$ cat src/hdl/lf_cmd_pkg.sv
// Constants and carrier types for the LF driver command decoder
package lf_cmd_pkg;
    // General commands, executed at once
    localparam logic [7:0] OP_STATUS_RD = 8'h60;
    localparam logic [7:0] OP_SETUP_RD = 8'h68;
    localparam logic [7:0] OP_FAULT_RD = 8'h70;
    localparam logic [7:0] OP_FAULT_RST = 8'h40;
    localparam logic [7:0] OP_HALT = 8'h50;
    localparam logic [5:0] OP_SPI_CFG = 6'h12;
    localparam int CFG_POL_BIT = 1;
    localparam int CFG_PHA_BIT = 0;
    // Driver-related commands, queued
    localparam logic [2:0] OP_SEL_DRV = 3'h1;
    localparam logic [2:0] OP_SEL_CUR = 3'h5;
    localparam logic [2:0] OP_CARRIER = 3'h4;
    localparam logic [3:0] OP_LF_DATA = 4'h0;
    // Field positions of driver-related command words
    localparam int BR_BIT = 4;
    localparam int DM_BIT = 3;
    localparam int SEL_MSB = 2;
    localparam int STEP_MSB = 4;
    localparam int NIB_MSB = 3;
    // Reset values, FIFO depth and low mark, SPI word length
    localparam logic [2:0] SEL_RST = 3'h1;
    localparam logic [4:0] STEP_RST = 5'h00;
    localparam logic CPOL_RST = 1'b1;
    localparam logic CPHA_RST = 1'b1;
    localparam int FIFO_DEPTH = 16;
    localparam int FIFO_LOW = 4;
    localparam int SPI_BITS = 8;

    typedef struct packed {
        logic reset_flag;
        logic driver_fault_flag;
        logic buffer_overflow_flag;
        logic buffer_low_flag;
        logic overtemp_flag;
        logic speed_state;
        logic operable_flag;
        logic unused;
    } ic_status_word_t;

    typedef struct packed {
        logic [4:0] current_step;
        logic driver_group_select;
        logic [1:0] driver_index;
    } driver_setup_word_t;

    typedef struct packed {
        logic [2:0] sel;
        logic overtemp;
        logic [3:0] fault_type;
    } driver_fault_word_t;

    typedef struct packed {
        logic payload;
        logic [7:0] data;
    } queue_word_t;
endpackage

$ cat src/hdl/lf_driver_spi_command_decoder.sv
// SPI command decoder, command FIFO and status logic of the LF driver
`timescale 1ns/1ps
`default_nettype none

module lf_driver_spi_command_decoder #(
    parameter int DEPTH = lf_cmd_pkg::FIFO_DEPTH,
    parameter int LOW_LEVEL = lf_cmd_pkg::FIFO_LOW
) (
    input wire logic sys_clk,
    input wire logic rst,
    input wire logic spi_sck,
    input wire logic spi_cs_n,
    input wire logic spi_mosi,
    output logic spi_miso,
    output logic spi_miso_oe,
    output logic irq,
    input wire logic supplies_ok,
    input wire logic overtemp,
    input wire logic [7:0] coil_line_state,
    input wire logic fault_valid,
    input wire logic [3:0] fault_type,
    output logic [7:0] mod_word,
    output logic mod_payload,
    output logic mod_valid,
    input wire logic mod_ready,
    input wire logic period_end,
    output logic driver_stop,
    output logic halt_pending,
    output logic diag_mode,
    output logic clock_polarity_cfg,
    output logic clock_phase_cfg
);
    localparam int CW = $clog2(DEPTH + 1);
    localparam int AW = $clog2(DEPTH);

    generate
        if (DEPTH < 2 || (DEPTH & (DEPTH - 1)) != 0 || LOW_LEVEL >= DEPTH)
        begin : g_bad
            $error("DEPTH must be a power of two above LOW_LEVEL");
        end
    endgenerate

    // Input synchronisers
    logic [2:0] sck_ff, cs_ff;
    logic [1:0] mosi_ff, sup_ff, ot_ff;
    logic [7:0] line_meta_ff, line_ff;
    logic ot_d_ff;
    always_ff @(posedge sys_clk) begin
        sck_ff <= {sck_ff[1:0], spi_sck};
        cs_ff <= {cs_ff[1:0], spi_cs_n};
        mosi_ff <= {mosi_ff[0], spi_mosi};
        sup_ff <= {sup_ff[0], supplies_ok};
        ot_ff <= {ot_ff[0], overtemp};
        line_meta_ff <= coil_line_state;
        line_ff <= line_meta_ff;
        ot_d_ff <= ot_ff[1];
    end

    logic sck_rise, sck_fall, cs_fall, cs_act, ot_rise;
    assign sck_rise = sck_ff[1] && !sck_ff[2];
    assign sck_fall = !sck_ff[1] && sck_ff[2];
    assign cs_fall = !cs_ff[1] && cs_ff[2];
    assign cs_act = !cs_ff[1];
    assign ot_rise = ot_ff[1] && !ot_d_ff;

    // SPI engine
    logic cpol_ff, cpha_ff;
    logic samp_edge, shift_edge;
    logic [7:0] rx_ff, tx_ff;
    logic [2:0] bit_ff;
    logic first_ff, byte_done;
    logic [7:0] nxt_rx, resp;
    assign samp_edge = cs_act && ((cpol_ff == cpha_ff) ? sck_rise : sck_fall);
    assign shift_edge = cs_act && ((cpol_ff == cpha_ff) ? sck_fall : sck_rise);
    assign nxt_rx = {rx_ff[6:0], mosi_ff[1]};
    assign byte_done = samp_edge && (bit_ff == 3'(lf_cmd_pkg::SPI_BITS - 1));

    always_ff @(posedge sys_clk) begin
        if (rst || !cs_act) begin
            bit_ff <= 3'h0;
            rx_ff <= 8'h00;
        end else if (samp_edge) begin
            bit_ff <= bit_ff + 3'h1;
            rx_ff <= nxt_rx;
        end
    end

    always_ff @(posedge sys_clk) begin
        if (rst) begin
            tx_ff <= 8'h00;
            first_ff <= 1'b0;
        end else if (cs_fall) begin
            tx_ff <= 8'h00;
            first_ff <= cpha_ff;
        end else if (byte_done) begin
            tx_ff <= resp;
            first_ff <= 1'b1;
        end else if (shift_edge) begin
            if (first_ff)
                first_ff <= 1'b0;
            else
                tx_ff <= {tx_ff[6:0], 1'b0};
        end
    end
    assign spi_miso = tx_ff[7];
    assign spi_miso_oe = cs_act;

    // Decode of a completed word
    logic [3:0] pay_left_ff;
    logic op_ok;
    logic is_status, is_setup, is_fault_rd, is_fault_rst, is_halt, is_cfg;
    logic is_drv, is_data, gen_cmd, push_req;
    lf_cmd_pkg::queue_word_t push_word;
    always_comb begin
        is_status = 1'b0;
        is_setup = 1'b0;
        is_fault_rd = 1'b0;
        is_fault_rst = 1'b0;
        is_halt = 1'b0;
        is_cfg = 1'b0;
        is_drv = 1'b0;
        is_data = 1'b0;
        if (byte_done && pay_left_ff == 4'h0) begin
            if (nxt_rx == lf_cmd_pkg::OP_STATUS_RD) begin
                is_status = 1'b1;
            end else if (nxt_rx == lf_cmd_pkg::OP_SETUP_RD) begin
                is_setup = 1'b1;
            end else if (nxt_rx == lf_cmd_pkg::OP_FAULT_RD) begin
                is_fault_rd = 1'b1;
            end else if (nxt_rx == lf_cmd_pkg::OP_FAULT_RST) begin
                is_fault_rst = 1'b1;
            end else if (nxt_rx == lf_cmd_pkg::OP_HALT) begin
                is_halt = 1'b1;
            end else if (nxt_rx[7:2] == lf_cmd_pkg::OP_SPI_CFG) begin
                is_cfg = 1'b1;
            end else if (nxt_rx[7:4] == lf_cmd_pkg::OP_LF_DATA) begin
                is_data = 1'b1;
                is_drv = 1'b1;
            end else if (nxt_rx[7:5] == lf_cmd_pkg::OP_SEL_DRV ||
                         nxt_rx[7:5] == lf_cmd_pkg::OP_SEL_CUR ||
                         nxt_rx[7:5] == lf_cmd_pkg::OP_CARRIER) begin
                is_drv = 1'b1;
            end
        end
    end
    assign gen_cmd = is_status || is_setup || is_fault_rd || is_fault_rst ||
                     is_halt || is_cfg;
    // Payload words follow their header; all are dropped while inoperable
    assign push_req = op_ok && (is_drv || (byte_done && pay_left_ff != 4'h0)
                      && !is_halt);
    assign push_word = '{payload: (pay_left_ff != 4'h0), data: nxt_rx};

    always_ff @(posedge sys_clk) begin
        if (rst || is_halt)
            pay_left_ff <= 4'h0;
        else if (is_data)
            pay_left_ff <= 4'(nxt_rx[lf_cmd_pkg::NIB_MSB:1]) + 4'h1;
        else if (byte_done && pay_left_ff != 4'h0)
            pay_left_ff <= pay_left_ff - 4'h1;
    end

    always_ff @(posedge sys_clk) begin
        if (rst) begin
            cpol_ff <= lf_cmd_pkg::CPOL_RST;
            cpha_ff <= lf_cmd_pkg::CPHA_RST;
        end else if (is_cfg) begin
            cpol_ff <= nxt_rx[lf_cmd_pkg::CFG_POL_BIT];
            cpha_ff <= nxt_rx[lf_cmd_pkg::CFG_PHA_BIT];
        end
    end
    assign clock_polarity_cfg = cpol_ff;
    assign clock_phase_cfg = cpha_ff;

    // Command FIFO
    lf_cmd_pkg::queue_word_t fifo_mem [DEPTH];
    logic [AW-1:0] wr_ptr_ff, rd_ptr_ff;
    logic [CW-1:0] count_ff;
    logic fifo_full, fifo_pop, fifo_push, buf_in_ready;
    assign fifo_full = (count_ff == CW'(DEPTH));
    assign fifo_push = push_req && !fifo_full;
    assign fifo_pop = (count_ff != '0) && buf_in_ready;

    always_ff @(posedge sys_clk) begin
        if (fifo_push)
            fifo_mem[wr_ptr_ff] <= push_word;
    end

    always_ff @(posedge sys_clk) begin
        if (rst || is_halt) begin
            wr_ptr_ff <= '0;
            rd_ptr_ff <= '0;
            count_ff <= '0;
        end else begin
            if (fifo_push)
                wr_ptr_ff <= wr_ptr_ff + AW'(1);
            if (fifo_pop)
                rd_ptr_ff <= rd_ptr_ff + AW'(1);
            if (fifo_push && !fifo_pop)
                count_ff <= count_ff + CW'(1);
            else if (fifo_pop && !fifo_push)
                count_ff <= count_ff - CW'(1);
        end
    end

    // Two-entry buffer towards the modulator
    lf_cmd_pkg::queue_word_t b0_ff, b1_ff;
    logic b0v_ff, b1v_ff, buf_out;
    assign buf_in_ready = !b1v_ff;
    assign buf_out = b0v_ff && mod_ready;
    always_ff @(posedge sys_clk) begin
        if (rst || is_halt) begin
            b0v_ff <= 1'b0;
            b1v_ff <= 1'b0;
        end else begin
            if (buf_out) begin
                b0_ff <= b1_ff;
                b0v_ff <= b1v_ff;
                b1v_ff <= 1'b0;
            end
            if (fifo_pop) begin
                if (!b0v_ff || buf_out) begin
                    b0_ff <= fifo_mem[rd_ptr_ff];
                    b0v_ff <= 1'b1;
                end else begin
                    b1_ff <= fifo_mem[rd_ptr_ff];
                    b1v_ff <= 1'b1;
                end
            end
        end
    end
    assign mod_word = b0_ff.data;
    assign mod_payload = b0_ff.payload;
    assign mod_valid = b0v_ff;

    // Driver setup, applied as commands reach the modulator in order
    logic [2:0] sel_ff;
    logic [4:0] step_ff;
    logic speed_ff, diag_ff, issue_cmd, diag_enter, diag_leave;
    assign issue_cmd = buf_out && !b0_ff.payload;
    assign diag_enter = issue_cmd && b0_ff.data[7:5] == lf_cmd_pkg::OP_SEL_DRV
                        && b0_ff.data[lf_cmd_pkg::DM_BIT];
    // Leaving diagnosis also needs a fault reset before operation resumes
    assign diag_leave = issue_cmd && b0_ff.data[7:5] == lf_cmd_pkg::OP_SEL_DRV
                        && !b0_ff.data[lf_cmd_pkg::DM_BIT] && diag_ff;
    always_ff @(posedge sys_clk) begin
        if (rst) begin
            sel_ff <= lf_cmd_pkg::SEL_RST;
            step_ff <= lf_cmd_pkg::STEP_RST;
            speed_ff <= 1'b0;
            diag_ff <= 1'b0;
        end else if (issue_cmd) begin
            if (b0_ff.data[7:5] == lf_cmd_pkg::OP_SEL_DRV) begin
                speed_ff <= b0_ff.data[lf_cmd_pkg::BR_BIT];
                diag_ff <= b0_ff.data[lf_cmd_pkg::DM_BIT];
                sel_ff <= b0_ff.data[lf_cmd_pkg::SEL_MSB:0];
            end else if (b0_ff.data[7:5] == lf_cmd_pkg::OP_SEL_CUR) begin
                step_ff <= b0_ff.data[lf_cmd_pkg::STEP_MSB:0];
            end
        end
    end
    assign diag_mode = diag_ff;

    // Halt: stop request waits for the end of an LF period
    logic halt_ff;
    always_ff @(posedge sys_clk) begin
        if (rst)
            halt_ff <= 1'b0;
        else if (is_halt)
            halt_ff <= 1'b1;
        else if (period_end)
            halt_ff <= 1'b0;
    end
    assign driver_stop = halt_ff && period_end;
    assign halt_pending = halt_ff;

    // Fault register and operability
    lf_cmd_pkg::driver_fault_word_t fault_ff;
    logic op_ff;
    always_ff @(posedge sys_clk) begin
        if (rst) begin
            fault_ff <= '0;
        end else if (fault_valid || ot_rise) begin
            fault_ff.sel <= sel_ff;
            fault_ff.overtemp <= fault_ff.overtemp || ot_rise;
            fault_ff.fault_type <= fault_ff.fault_type |
                                   (fault_valid ? fault_type : 4'h0);
        end else if (is_fault_rst) begin
            fault_ff <= '0;
        end
    end

    always_ff @(posedge sys_clk) begin
        if (rst)
            op_ff <= 1'b0;
        else if (fault_valid || ot_rise || diag_enter || diag_leave)
            op_ff <= 1'b0;
        else if (is_fault_rst)
            op_ff <= sup_ff[1];
    end
    assign op_ok = op_ff && sup_ff[1] && fault_ff == '0;

    // Sticky status flags and interrupt request
    logic rflag_ff, boflag_ff, buflag_ff, irq_ff;
    logic low_event, ovf_event, any_event;
    assign low_event = fifo_pop && !fifo_push &&
                       count_ff == CW'(LOW_LEVEL + 1);
    assign ovf_event = push_req && fifo_full;
    assign any_event = low_event || ovf_event || fault_valid || ot_rise;
    always_ff @(posedge sys_clk) begin
        if (rst) begin
            rflag_ff <= 1'b1;
            boflag_ff <= 1'b0;
            buflag_ff <= 1'b0;
            irq_ff <= 1'b1;
        end else begin
            rflag_ff <= rflag_ff && !is_status;
            boflag_ff <= ovf_event || (boflag_ff && !is_status);
            buflag_ff <= low_event || (buflag_ff && !is_status);
            irq_ff <= any_event || (irq_ff && !is_status);
        end
    end
    assign irq = irq_ff;

    // Answer words
    lf_cmd_pkg::ic_status_word_t status_w;
    lf_cmd_pkg::driver_setup_word_t setup_w;
    always_comb begin
        status_w = '{reset_flag: rflag_ff,
                     driver_fault_flag: fault_ff.fault_type != 4'h0,
                     buffer_overflow_flag: boflag_ff,
                     buffer_low_flag: buflag_ff,
                     overtemp_flag: fault_ff.overtemp,
                     speed_state: speed_ff,
                     operable_flag: op_ok,
                     unused: 1'b0};
        setup_w = {step_ff, sel_ff};
        resp = 8'h00;
        if (is_status)
            resp = status_w;
        else if (is_setup)
            resp = diag_ff ? line_ff : setup_w;
        else if (is_fault_rd)
            resp = fault_ff;
    end

    logic buffer_low_seen;
    assign buffer_low_seen = buflag_ff && irq_ff && count_ff <= CW'(LOW_LEVEL);
endmodule

`default_nettype wire

$ cat config.mk
export PLATFORM = sky130hd
export DESIGN_NAME = lf_driver_spi_command_decoder
export DESIGN_NICKNAME = d
export VERILOG_FILES = /design/src/hdl/lf_cmd_pkg.sv /design/src/hdl/lf_driver_spi_command_decoder.sv
export SDC_FILE = /design/constraint.sdc
export NUM_CORES = 1
export LEC_CHECK = 0
export ABC_CLOCK_PERIOD_IN_PS = 4820
export BUFFER_PORTS_ARGS = -buffer_cell sky130_fd_sc_hd__buf_2
export CORE_MARGIN = 2
export CORE_UTILIZATION = 61
export DETAILED_ROUTE_END_ITERATION = 6
export PLACE_DENSITY = 0.79
export SLEW_MARGIN = 25
export SYNTH_ARGS = -nofsm -noshare
export SYNTH_HDL_FRONTEND = slang
export SYNTH_SLANG_ARGS = --single-unit
$ cat constraint.sdc
create_clock -name sys_clk -period 4.82 [get_ports sys_clk]
set_input_delay 0.964 -clock sys_clk [delete_from_list [all_inputs] [get_ports sys_clk]]
set_output_delay 0.964 -clock sys_clk [all_outputs]
set_load 0.01 [all_outputs]
==> results.toml <==
[yosys]
synth_top_area_share_pct = 46.8
synth_nets = 766
yosysSeqAreaShare_pct = 65.4
ys.flop_type = "edfxtp_1"
yosysWarnings = 0
synth_edf_count = 162
synth_area_per_cell_um2 = 14.3
synth_largest_area_cell = "edfxtp_1"
async_flop_share_pct = 0
synthDistinctLibCells = 51
synthesis.area_um2 = 10400
synth_top_cells_by_area = "edfxtp_1, dfxtp_1, mux4_2"
ys_seq_elements = 259
synthCells = 728

[clock_network]
clk_pin_slew_ps = 70
numCtsBuffers = 26
htreeDepth = 1
cts_tree = "done"
ctsResizeCount = 0
cts_sinks = 259
clock_latency_ps = 520
cts_buffer_depth = 3
clock-root-buffer = "clkbuf_16"
ctsHoldBuffers = 0
postCtsSetupRepairBufs = 0

[final_layout]
final_cell_mix = "edfxtp_1, dfxtp_1, nor2_1, a21oi_1, buf_2"
fin_nets = 806
drive_gt1_share_pct = 19.0
area_growth_pct = 12.2
diodes = 0
utilization_pct = 70.1
final_common_cell = "edfxtp_1"

[sta]
slew_viol_final = 0
fin_ws_ps = 1090
finalSetupViolCount = 0
fin_skew_ps = 9.14
final.min_clock_period_ps = 3730
slew-limit-headroom_pct = 28.8
clock.fmax_mhz = 268
tightestPinTransition_ps = 1070
tns_ps = 0
period_share_pct = 77.3
rsz0062_at_grt = "no"
finalHoldViolations = 0

[pwr]
p_sw_w = 0.00154
power.share.combinational_pct = 19.1
power_frac_clock_pct = 34.4
p_int_w = 0.00420
power_density_nw_per_um2 = 492
p_leak_nw = 4.16
peakVddDrop_mv = 0.364
power_w = 0.00574
pwr-share-seq_pct = 46.5
switching_share_pct = 26.8

[route]
drt-initial-drc-count = 519
avgRoutedWirePerCell_um = 22.2
drc = 0
antenna_left = 0
num_vias = 6298
vias_per_cell = 6.25
wirelength_mm = 22.4
dr.pass1.iters = 6

[floorplan]
start_util_pct = 62.5
fp.dieH_um = 135
ios = 40
coreArea_um2 = 16600
fp.dieArea_um2 = 18100
die_w_um = 135
rows = 47

[flow_run]
cap_violations = 0

[setup_path]
required_ps = 5260
worstPathCellList = "ha_1 -> ha_1 -> nor4bb_1 -> mux2i_1 -> buf_4 -> nor4b_2 -> buf_4 -> ha_1 -> inv_1 -> fa_1 -> a21o_1 -> a21oi_1 -> xnor2_1 -> or3_1 -> a21oi_1"
cp.arrival_ps = 4170
critical-path-top-delay-family = "simple AND/OR/NAND/NOR gates"
end_kind = "flip-flop"
cp_common_cell = "ha_1"
max_stage_delay_ps = 420
worst-setup-path-type = "flip-flop to flip-flop"
start_kind = "flip-flop"
crit_fanout = 20
cp_num_buf_inv = 3
slowest_stage = "fa_1"

[placed_design]
place_congestion = 0.919
place_ws_ps = 1130
dp_hpwl_mm = 14.3
placement.io_buffers = 39

[run_status]
status = "complete, no violations"

[grt]
antenna_found_initial = 0
grt_max_degree = 37
grt_util_all_layers_pct = 25.2
grt_first_pass_wirelength_mm = 34.6
grt_pass1_vias = 6307
gr-total-overflow = 0

[min_path]
min_path_type = "flip-flop to flip-flop"
[stage by stage]
| stage | std cells | hold slack (ps) | area [um2] |
|---|---|---|---|
| final | 1008 | 326 | 11700 |
| after global routing | 1008 | 328 | 11700 |
| after CTS | 1008 | 325 | 11700 |
| after detailed placement | 960 | 312 | 10800 |
| after global placement | 960 | 312 | 10800 |
| after floorplan | 728 | 310 | 10400 |
[registers in the layout, indices dropped and copies added, names as in the netlist, 2 cells and up, named ones only]
name / cells
bit_ff: 3
b1_ff: 9
sel_ff: 3
line_meta_ff: 8
pay_left_ff: 4
mosi_ff: 2
rx_ff: 7
ot_ff: 2
step_ff: 5
mod_word: 8
sck_ff: 3
fault_ff: 8
wr_ptr_ff: 4
line_ff: 8
tx_ff: 8
count_ff: 5
fifo_mem: 144
cs_ff: 3
rd_ptr_ff: 4
sup_ff: 2
[per-layer routing]
metal	track usage, %	up-vias	share of wire, %
li1	-	2852	-
met1	34.5	3167	40
met2	42.0	236	50
met3	4.95	43	7.1
met4	7.13	0	2.4
met5	0	-	0
[path summary, 6_finish.rpt]
path	startpoint	to	slack, ps	cells past startpoint
max	bit_ff[0]$_SDFFE_PP0P_	count_ff[4]$_SDFFE_PP0P_	1090	15
min	mosi_ff[0]$_DFF_P_	mosi_ff[1]$_DFF_P_	330	0
max reg2reg	bit_ff[0]$_SDFFE_PP0P_	count_ff[4]$_SDFFE_PP0P_	1090	15
min reg2reg	mosi_ff[0]$_DFF_P_	mosi_ff[1]$_DFF_P_	330	0
[power by group through the flow]
stage / sequential, W / combinational (W) / clock [W]
floorplan: 0.00264 / 0.000847 / 0
global placement: 0.00270 / 0.00105 / 0
detailed placement: 0.00272 / 0.00109 / 0
CTS: 0.00267 / 0.00110 / 0.00200
global route: 0.00269 / 0.00119 / 0.00208
finish: 0.00267 / 0.00110 / 0.00197
[cell type report]
type | count | area, um2
timing repair buffer | 48 | 263
tap | 220 | 275
multi-input combinational | 414 | 3400
fill | 1068 | 4980
clock buffer | 36 | 739
sequential | 259 | 6810
clock inverter | 12 | 111
inverter | 19 | 71.3
[logic make-up after synthesis]
group | share of synthesized area [%]
AOI/OAI and AO/OA | 6.60
adders and majority gates | 2.00
buffers and inverters | 2.05
DFF | 65.4
and+or+nand+nor | 10.1
xor gates and xnor gates | 1.08
muxes | 12.8
[cells in the mapped netlist, drive strengths merged (13+ instances only)]
cell type and number:
a211oi 19, a21o 14, a21oi 44, and3 13, clkbuf 24, dfxtp 97, edfxtp 162, ha 15
inv 19, mux2 13, mux2i 37, mux4 36, nand2 25, nand3 25, nor2 45, nor2b 20
nor3 15, o21ai 17
No activity file was read; power rests on OpenSTA's default activity.
